[src/verilog/apd_map.vh]
`ifndef APD_MAP_VH
`define APD_MAP_VH
// ****************************************
// register offsets (word addresses)
// ****************************************
`define OFS_MODE_A        2'h0
`define OFS_MODE_B        2'h1
`define OFS_STATUS        2'h2
// ****************************************
// power mode reg a fields
// ****************************************
`define A_APD_EN          1
`define A_TURBO_OFF       3
`define A_ARRAY_CLK_OFF   4
`define A_MCELL_CLK_OFF   5
`define A_WMASK           8'h3A
// ****************************************
// power mode reg b fields
// ****************************************
`define B_CNTL0_OFF       2
`define B_CNTL1_OFF       3
`define B_CNTL2_OFF       4
`define B_STROBE_OFF      5
`define B_DBE_OFF         6
`define B_WMASK           8'h7C
// ****************************************
// reset values and timing
// ****************************************
`define MODE_RESET        8'h00
`define IDLE_LIMIT        4'hF
`define READ_ZERO         32'h00000000
`endif

[src/verilog/apd_idle_counter.v]
`timescale 1ns/100ps
// ****************************************
// four bit idle counter with sticky flag
// ****************************************
module apd_idle_counter (
   input  wire       clk_i,
   input  wire       rst_n_i,
   input  wire       enable_i,
   input  wire       activity_i,
   input  wire       wake_i,
   output reg        flag_o
);
`include "apd_map.vh"
   reg  [3:0] count_r;
   reg  [3:0] count_nxt;
   reg        flag_nxt;

   always @* begin
      count_nxt = count_r;
      flag_nxt  = flag_o;
      if (!enable_i || activity_i || wake_i) begin
         count_nxt = 4'h0;
         flag_nxt  = 1'b0;
      end else if (count_r != `IDLE_LIMIT) begin
         count_nxt = count_r + 4'h1;
         if (count_r == `IDLE_LIMIT - 4'h1) begin
            flag_nxt = 1'b1;
         end
      end
   end

   always @(posedge clk_i or negedge rst_n_i) begin
      if (!rst_n_i) begin
         count_r <= 4'h0;
         flag_o  <= 1'b0;
      end else begin
         count_r <= count_nxt;
         flag_o  <= flag_nxt;
      end
   end
endmodule

[src/verilog/auto_powerdown_unit.v]
// The Avalon-MM register port and the address map were decided locally.
`timescale 1ns/100ps
module auto_powerdown_unit (
   input  wire        REF_CLK_I,
   input  wire        RESET_N_I,
   input  wire        POWER_UP_N_I,
   input  wire        DEVICE_RESET_I,
   input  wire [1:0]  AVS_ADDRESS_I,
   input  wire        AVS_READ_I,
   input  wire        AVS_WRITE_I,
   input  wire [31:0] AVS_WRITEDATA_I,
   input  wire [3:0]  AVS_BYTEENABLE_I,
   output reg  [31:0] AVS_READDATA_O,
   output reg         AVS_WAITREQUEST_O,
   input  wire        ADDRESS_STROBE_I,
   input  wire        DEVICE_SELECT_N_I,
   input  wire        CNTL0_I,
   input  wire        CNTL1_I,
   input  wire        CNTL2_I,
   input  wire        DBE_I,
   input  wire [7:0]  MCU_BUS_I,
   output reg         POWERDOWN_FLAG_O,
   output reg  [7:0]  MEM_BUS_O,
   output reg  [7:0]  ARRAY_BUS_O,
   output reg         MEM_SELECT_O,
   output reg         ARRAY_CLK_EN_O,
   output reg         MCELL_CLK_EN_O,
   output reg         TURBO_OFF_O,
   output reg         CNTL0_O,
   output reg         CNTL1_O,
   output reg         CNTL2_O,
   output reg         STROBE_O,
   output reg         DBE_O,
   output reg         DATA_PORT_OE_O,
   output reg         PERIPH_OE_O
);
`include "apd_map.vh"
   // ****************************************
   // input synchronisers
   // ****************************************
   reg  [6:0] sync1_r;
   reg  [6:0] sync2_r;
   reg        strobe_d_r;
   reg  [7:0] bus_s1_r;
   reg  [7:0] bus_s2_r;
   wire       strobe_s   = sync2_r[0];
   wire       sel_n_s    = sync2_r[1];
   wire       dreset_s   = sync2_r[6];

   always @(posedge REF_CLK_I or negedge RESET_N_I) begin
      if (!RESET_N_I) begin
         sync1_r    <= 7'h02;
         sync2_r    <= 7'h02;
         strobe_d_r <= 1'b0;
         bus_s1_r   <= 8'h00;
         bus_s2_r   <= 8'h00;
      end else begin
         sync1_r    <= {DEVICE_RESET_I, DBE_I, CNTL2_I, CNTL1_I, CNTL0_I,
                        DEVICE_SELECT_N_I, ADDRESS_STROBE_I};
         sync2_r    <= sync1_r;
         strobe_d_r <= strobe_s;
         bus_s1_r   <= MCU_BUS_I;
         bus_s2_r   <= bus_s1_r;
      end
   end

   // ****************************************
   // mode registers, cleared at power-up only
   // ****************************************
   reg  [7:0] mode_a_r;
   reg  [7:0] mode_b_r;
   wire       wr_a = AVS_WRITE_I && !AVS_WAITREQUEST_O &&
                     (AVS_ADDRESS_I == `OFS_MODE_A) && AVS_BYTEENABLE_I[0];
   wire       wr_b = AVS_WRITE_I && !AVS_WAITREQUEST_O &&
                     (AVS_ADDRESS_I == `OFS_MODE_B) && AVS_BYTEENABLE_I[0];

   always @(posedge REF_CLK_I or negedge POWER_UP_N_I) begin
      if (!POWER_UP_N_I) begin
         mode_a_r <= `MODE_RESET;
         mode_b_r <= `MODE_RESET;
      end else begin
         if (wr_a) begin
            mode_a_r <= AVS_WRITEDATA_I[7:0] & `A_WMASK;
         end
         if (wr_b) begin
            mode_b_r <= AVS_WRITEDATA_I[7:0] & `B_WMASK;
         end
      end
   end

   // ****************************************
   // idle counter, always on the unblocked clock
   // ****************************************
   wire       activity = strobe_s ^ strobe_d_r;
   wire       wake     = !sel_n_s || dreset_s;
   wire       pd_flag;

   apd_idle_counter u_idle (
      .clk_i      (REF_CLK_I),
      .rst_n_i    (RESET_N_I),
      .enable_i   (mode_a_r[`A_APD_EN]),
      .activity_i (activity),
      .wake_i     (wake),
      .flag_o     (pd_flag)
   );

   // ****************************************
   // bus slave: one wait state per access
   // ****************************************
   always @(posedge REF_CLK_I or negedge RESET_N_I) begin
      if (!RESET_N_I) begin
         AVS_WAITREQUEST_O <= 1'b1;
         AVS_READDATA_O    <= `READ_ZERO;
      end else begin
         AVS_WAITREQUEST_O <= !((AVS_READ_I || AVS_WRITE_I) && AVS_WAITREQUEST_O);
         if (AVS_READ_I && AVS_WAITREQUEST_O) begin
            case (AVS_ADDRESS_I)
               `OFS_MODE_A: begin
                  AVS_READDATA_O <= {24'h000000, mode_a_r};
               end
               `OFS_MODE_B: begin
                  AVS_READDATA_O <= {24'h000000, mode_b_r};
               end
               `OFS_STATUS: begin
                  AVS_READDATA_O <= {30'h00000000, sel_n_s, pd_flag};
               end
               default: begin
                  AVS_READDATA_O <= `READ_ZERO;
               end
            endcase
         end
      end
   end

   // ****************************************
   // outputs to memories, arrays and ports
   // ****************************************
   always @(posedge REF_CLK_I or negedge RESET_N_I) begin
      if (!RESET_N_I) begin
         POWERDOWN_FLAG_O <= 1'b0;
         MEM_BUS_O        <= 8'h00;
         ARRAY_BUS_O      <= 8'h00;
         MEM_SELECT_O     <= 1'b0;
         ARRAY_CLK_EN_O   <= 1'b1;
         MCELL_CLK_EN_O   <= 1'b1;
         TURBO_OFF_O      <= 1'b0;
         CNTL0_O          <= 1'b0;
         CNTL1_O          <= 1'b0;
         CNTL2_O          <= 1'b0;
         STROBE_O         <= 1'b0;
         DBE_O            <= 1'b0;
         DATA_PORT_OE_O   <= 1'b0;
         PERIPH_OE_O      <= 1'b0;
      end else begin
         POWERDOWN_FLAG_O <= pd_flag;
         if (!pd_flag) begin
            MEM_BUS_O   <= bus_s2_r;
            ARRAY_BUS_O <= bus_s2_r;
         end
         MEM_SELECT_O   <= !pd_flag && !sel_n_s;
         ARRAY_CLK_EN_O <= !mode_a_r[`A_ARRAY_CLK_OFF];
         MCELL_CLK_EN_O <= !mode_a_r[`A_MCELL_CLK_OFF];
         TURBO_OFF_O    <= mode_a_r[`A_TURBO_OFF];
         CNTL0_O  <= sync2_r[2] & !mode_b_r[`B_CNTL0_OFF];
         CNTL1_O  <= sync2_r[3] & !mode_b_r[`B_CNTL1_OFF];
         CNTL2_O  <= sync2_r[4] & !mode_b_r[`B_CNTL2_OFF];
         STROBE_O <= strobe_s & !mode_b_r[`B_STROBE_OFF];
         DBE_O    <= sync2_r[5] & !mode_b_r[`B_DBE_OFF];
         DATA_PORT_OE_O <= !pd_flag && !sel_n_s;
         PERIPH_OE_O    <= !pd_flag && !sel_n_s;
      end
   end
endmodule

[config.mk]
export PLATFORM = sky130hd
export DESIGN_NAME = auto_powerdown_unit
export DESIGN_NICKNAME = d
export VERILOG_FILES = /design/src/verilog/apd_idle_counter.v /design/src/verilog/auto_powerdown_unit.v
export VERILOG_INCLUDE_DIRS = /design/src /design/src/verilog
export SDC_FILE = /design/constraint.sdc
export NUM_CORES = 1
export LEC_CHECK = 0
export CORE_UTILIZATION = 38
export CTS_CLUSTER_SIZE = 25
export DETAILED_ROUTE_END_ITERATION = 16
export DONT_BUFFER_PORTS = 1
export PLACE_DENSITY = 0.49
export SYNTH_ARGS = -nofsm -noshare
export SYNTH_HDL_FRONTEND = slang
export SYNTH_SLANG_ARGS = --single-unit
[constraint.sdc]
create_clock -name REF_CLK_I -period 2.8 [get_ports REF_CLK_I]
set_input_delay 0.28 -clock REF_CLK_I [delete_from_list [all_inputs] [get_ports REF_CLK_I]]
set_output_delay 0.28 -clock REF_CLK_I [all_outputs]
set_load 0.01 [all_outputs]
* Word-level counts from Yosys, hierarchy flattened *
Index checks and enable logic that the tools add are counted.

storage, ports and cells
  bits in registers = 96
  word-level logic and storage cells = 67
  output and inout port bits = 61
  latch bits = 0
  bits of input ports = 58
  RAM bits = 0
  ROM bits = 0
  memories = 0

cells by class
  bitwise operators = 6
  $add $sub $neg = 1
  multipliers = 0
  shift operators = 0
  reduce and logical (&&, ||, !) cells = 28
  muxes and demuxes = 6
  $lt $le $gt $ge = 0
  eq/ne operators = 4
  divide/modulo/power cells = 0

operators with widths
  operator                                        number
  one-hot mux 7 bit (3 select lines)              1
  zero test 1 bit                                 12
  logical AND 1 bit                               8
  two-way mux 4 bit                               2
  bitwise AND 1 bit                               5
  adder 4 x 1 -> 4 bit (second input constant)    1
  == test 4 bit (second input constant)           1
  logical OR 1 bit                                4
  != test 4 bit (second input constant)           1
  nonzero test 2 bit                              2
  two-way mux 1 bit                               3
  == test 2 x 1 -> 1 bit (second input constant)  1
  == test 2 bit (second input constant)           1
  zero test 2 bit                                 1
  AND reduction 2 bit                             1
  bitwise XOR 1 bit                               1

* Depth between registers and ports, before layout *
  depth after elaboration = 5
  depth in mapped cells = 4

* Modules after synthesis *
A second synthesis with hierarchy kept.

second synthesis, totals
  cell total of the unflattened synthesis = 183
  area, all modules = 2,647.5 µm²

by module, submodules not included
  module               cells each  instances  area each (µm²)
  auto_powerdown_unit  157         1          2,366.0
  apd_idle_counter     26          1          281.5

* Worst setup path before layout *
Ideal clock, no wire load.

  path type = register to register
  from = register AVS_WAITREQUEST_O
  to = register mode_a_r[1]
  clock period less this slack = 1,307 ps
  setup time = 125 ps
  setup slack = 1,493 ps
  data arrival time = 1,182 ps
  buffers on the path = 0
  data required time = 2,675 ps
  cell stages (with the launch flop) = 4
  cell sequence = dfstp_2 > nand3b_4 > or3_4 > mux2_4

between the ends
  word-level cells in the longest chain between the ends = 4

ends and longest elaborated chain
  item                             RTL line                   text
  from (decl)                      auto_powerdown_unit.v:14   output reg AVS_WAITREQUEST_O,
  from (signal assigned)           auto_powerdown_unit.v:115  AVS_WAITREQUEST_O <= !((AVS_READ_I || AVS_WRITE_I) && AVS_WAITREQUEST_O);
  zero test 1 bit                  auto_powerdown_unit.v:72   wire wr_a = AVS_WRITE_I && !AVS_WAITREQUEST_O &&
  logical AND 1 bit (3 in series)  auto_powerdown_unit.v:72
  to (signal assigned)             auto_powerdown_unit.v:79   mode_a_r <= `MODE_RESET;
  to (signal assigned)             auto_powerdown_unit.v:83   mode_a_r <= AVS_WRITEDATA_I[7:0] & `A_WMASK;
  to (decl)                        auto_powerdown_unit.v:70   reg [7:0] mode_a_r;

No other way between the ends.
A chain may end at the register's enable or synchronous reset.

* Worst setup path in the final report *
  from = register AVS_WAITREQUEST_O
  to = register AVS_READDATA_O[4]

between the ends
  word-level cells in the longest chain between the ends = 1

ends and longest elaborated chain
  item                  RTL line                   text
  logical AND 1 bit     auto_powerdown_unit.v:116  if (AVS_READ_I && AVS_WAITREQUEST_O) begin
  to (signal assigned)  auto_powerdown_unit.v:113  AVS_READDATA_O <= `READ_ZERO;
  to (signal assigned)  auto_powerdown_unit.v:119  AVS_READDATA_O <= {24'h000000, mode_a_r};
  to (signal assigned)  auto_powerdown_unit.v:122  AVS_READDATA_O <= {24'h000000, mode_b_r};
  to (decl)             auto_powerdown_unit.v:13   output reg [31:0] AVS_READDATA_O,

No other way between the ends.

==> flow_summary.toml <==
[outcome]
status = "completed"

[floorplan]
fp.coreArea_um2 = 6490
fp-row-count = 29
floorplan.initialDensity_pct = 40.4
die_h_um = 85.1
die_area_um2 = 7230
io_pins = 119
die_width_um = 85.1

[clocking]
h-tree-depth = 3
numCtsBuffers = 9
cts_buffer_depth = 2
post_cts.repair.setup_buffers = 0
clock-sinks = 71
cts_root_buf = "clkbuf_8"
postCtsResizedCells = 0
clk_pin_slew_worst_paths_ns = 0.07
clock_tree_from_tritoncts = "done"
postCtsHoldBufs = 19
clkLatencyLatePin_ns = 0.33

[yosys]
post-synth-top-area-fraction_pct = 63.0
syn-cell-area_um2 = 2620
synth-edff-count = 0
synthesized_instance_count = 180
yosysUniqueCellTypes = 31
dominantRegCellSynth = "dfrtp_1"
synth_top_cells_by_count = "66 x dfrtp_1, 35 x buf_4, 13 x mux2_2, 7 x nor2_1"
synth_sequential_area_ratio_pct = 68.0
ys_async_sr_fraction_pct = 100
yosysWarnings = 0
yosys_register_bits = 71
synth_most_common_cell = "dfrtp_1"
postSynthAreaPerCell_um2 = 14.6
synth_top_area_cell = "dfrtp_1"
ys_top_cells_by_area = "dfrtp_1 63%, buf_4 10%, mux2_2 5.6%, dfstp_2 5.0%, mux2_4 2.3%"

[sta]
fin_crit_sh_pct = 51.2
finalSetupTns_ns = 0
timing.final.crit_period_ns = 1.43
setup_violations = 0
whs_ns = 0.0164
timing.final.max_slew_violations = 0
fmaxAchievable_ghz = 0.698
rsz_0062_raised_after_global_routing = "no"
final.setup_skew_ns = 0.00693
timing_hold_violations_final = 0

[final_layout]
drive_gt1_share_pct = 20.4
post_layout_nonfiller_instances = 278
areaGrowthSynthToFinish_pct = 12.2
multi_input_area_um2 = 631
seqCellArea_um2 = 1780
layout.nets = 256
utilization_pct = 45.3
insertedDiodeCount = 0
final.fill_count = 566

[power_and_ir_drop]
cellPowerDensity_nw_per_um2 = 759
design_power_total_mw = 2.23
peakVddDrop_mv = 0.453
p_leak_nw = 1.35

[critical_path]
critical_path.startpoint_type = "register"
required_ns = 3.05
critical_path.endpoint_type = "register"
crit_path_max_fanout = 11
worst_ep_arrival_time_ns = 1.68
timing.critical_path.slowest_stage_cell = "dfstp_2"
critPathTopFamily = "simple AND/OR/NAND/NOR gates"
crit_path_cell_chain = "nand2_1 -> or2_2 -> o21ai_0"
setup.worst_path.class = "register to register"
critical-path-max-stage-delay_ns = 0.58
cp_num_buf_inv = 0

[grt]
vias_in_the_first_global_route = 1310
pin_count_of_the_biggest_net_entering_global_routing = 63
global_route_wire_length_before_repair_um = 6560
grt_remaining_overflow = 0
antenna_violations_before_repair = 0
gr-usage-all-layers_pct = 12.4

[place]
place.port_buffers = 0
placedCellCount = 243
place.gp.congestion = 0.684
final_hpwl_from_detailed_placement_um = 2690

[detailed_routing]
dr_total_vias = 1241
drt_drc_violations_left = 0
route.final.wire_length_um = 3970
ant_nets = 0
route.detailed.vias_per_inst = 4.46
wl_per_cell_um = 14.3
drt-initial-drc-count = 58
dr.pass1.iters = 4

[flow_run]
max_cap_viol_count = 0

[min_path]
worst_hold_path_type = "input port to register"
-- layout make-up --
class | instances | area share, %
Clock inverter | 3 | 1.36
Inverter | 4 | 0.510
Tap cell | 77 | 3.28
Clock buffer | 13 | 5.74
Multi-Input combinational cell | 91 | 21.4
Timing Repair Buffer | 19 | 7.06
Sequential cell | 71 | 60.6
-- final timing paths --
check | startpoint | endpoint | slack [ns] | cells after the start
setup / recovery | AVS_WAITREQUEST_O | AVS_READDATA_O[4] | 1.37 | 3
hold / removal | AVS_WRITE_I | AVS_WAITREQUEST_O | 0.02 | 1
setup reg to reg | AVS_WAITREQUEST_O | AVS_READDATA_O[4] | 1.37 | 3
hold reg to reg | sync1_r[2] | sync2_r[2] | 0.35 | 0
max in group asynchronous | RESET_N_I | MCELL_CLK_EN_O | 2.02 | 2
min in group asynchronous | POWER_UP_N_I | mode_b_r[4] | 0.31 | 1
-- per-stage QoR --
step                      setup slack, ns  area [um2]
after floorplan                      1.49        2710
after global placement               1.39        2520
after detailed placement             1.36        2520
after CTS                            1.34        2940
after global routing                 1.23        2940
final                                1.37        2940
-- flip-flops by register name, summed over array words and instances (netlist names), 4 cells and up --
register,count
bus_s2_r,8
ARRAY_BUS_O,8
mode_b_r,5
bus_s1_r,8
sync1_r,7
sync2_r,7
mode_a_r,4
AVS_READDATA_O,7
u_idle.count_r,4
-- worst register-to-register path: stages, from the launching register on --
cell	delay, ns
dfstp_2	0.58
nand2_1	0.23
or2_2	0.37
o21ai_0	0.17
-- cell families (layout without fill, tap and decap cells) --
kind of cell / count (synthesis) / in the layout / synth area share (%)
AOI/OAI and AO/OA: 12 / 12 / 2.96
xor gates and xnor gates: 2 / 2 / 0.668
adders and majority gates: 2 / 2 / 0.955
buffers and inverters: 42 / 39 / 11.4
DFF: 71 / 71 / 68.0
muxes: 21 / 21 / 9.40
other: 1 / 25 / 0.143
and+or+nand+nor: 29 / 29 / 6.49
-- cells in the final DEF, fill, tap and decap left out --
cell type and instances:
a211oi_1 1, a22o_1 2, a31oi_1 1, a41oi_1 1
buf_16 1, bufinv_16 1, clkbuf_1 1, clkbuf_8 12
clkinv_2 2, conb_1 25, dfrtp_1 66, dfstp_2 5
dlygate4sd3_1 18, ha_1 2, inv_1 4, mux2_2 13
mux2_4 4, mux2i_1 4, nand2_1 6, nand2b_1 1
nand3_1 2, nand3b_1 2, nand3b_4 1, nand4b_1 1
nor2_1 7, nor2b_1 5, nor3_1 1, nor3b_1 1
o21ai_0 6, o31ai_1 1, or2_2 1, or3_4 1
xnor2_1 2
-- per-layer routing --
metal	part of all wire (%)	vias up	global-route usage, %
li1	-	563	-
met1	42	602	14.3
met2	46	70	18.9
met3	11	6	7.10
met4	1.8	0	5.70
met5	0	-	0
-- where the power goes --
| part | internal (mW) | total [mW] | switching, mW | leakage, nW |
|---|---|---|---|---|
| Combinational | 0.0869 | 0.159 | 0.0718 | 0.385 |
| Clock | 0.482 | 0.834 | 0.352 | 0.109 |
| Sequential | 1.14 | 1.24 | 0.0960 | 0.859 |
| Total | 1.71 | 2.23 | 0.520 | 1.35 |
Note: power is estimated with default switching activity, not from simulation.
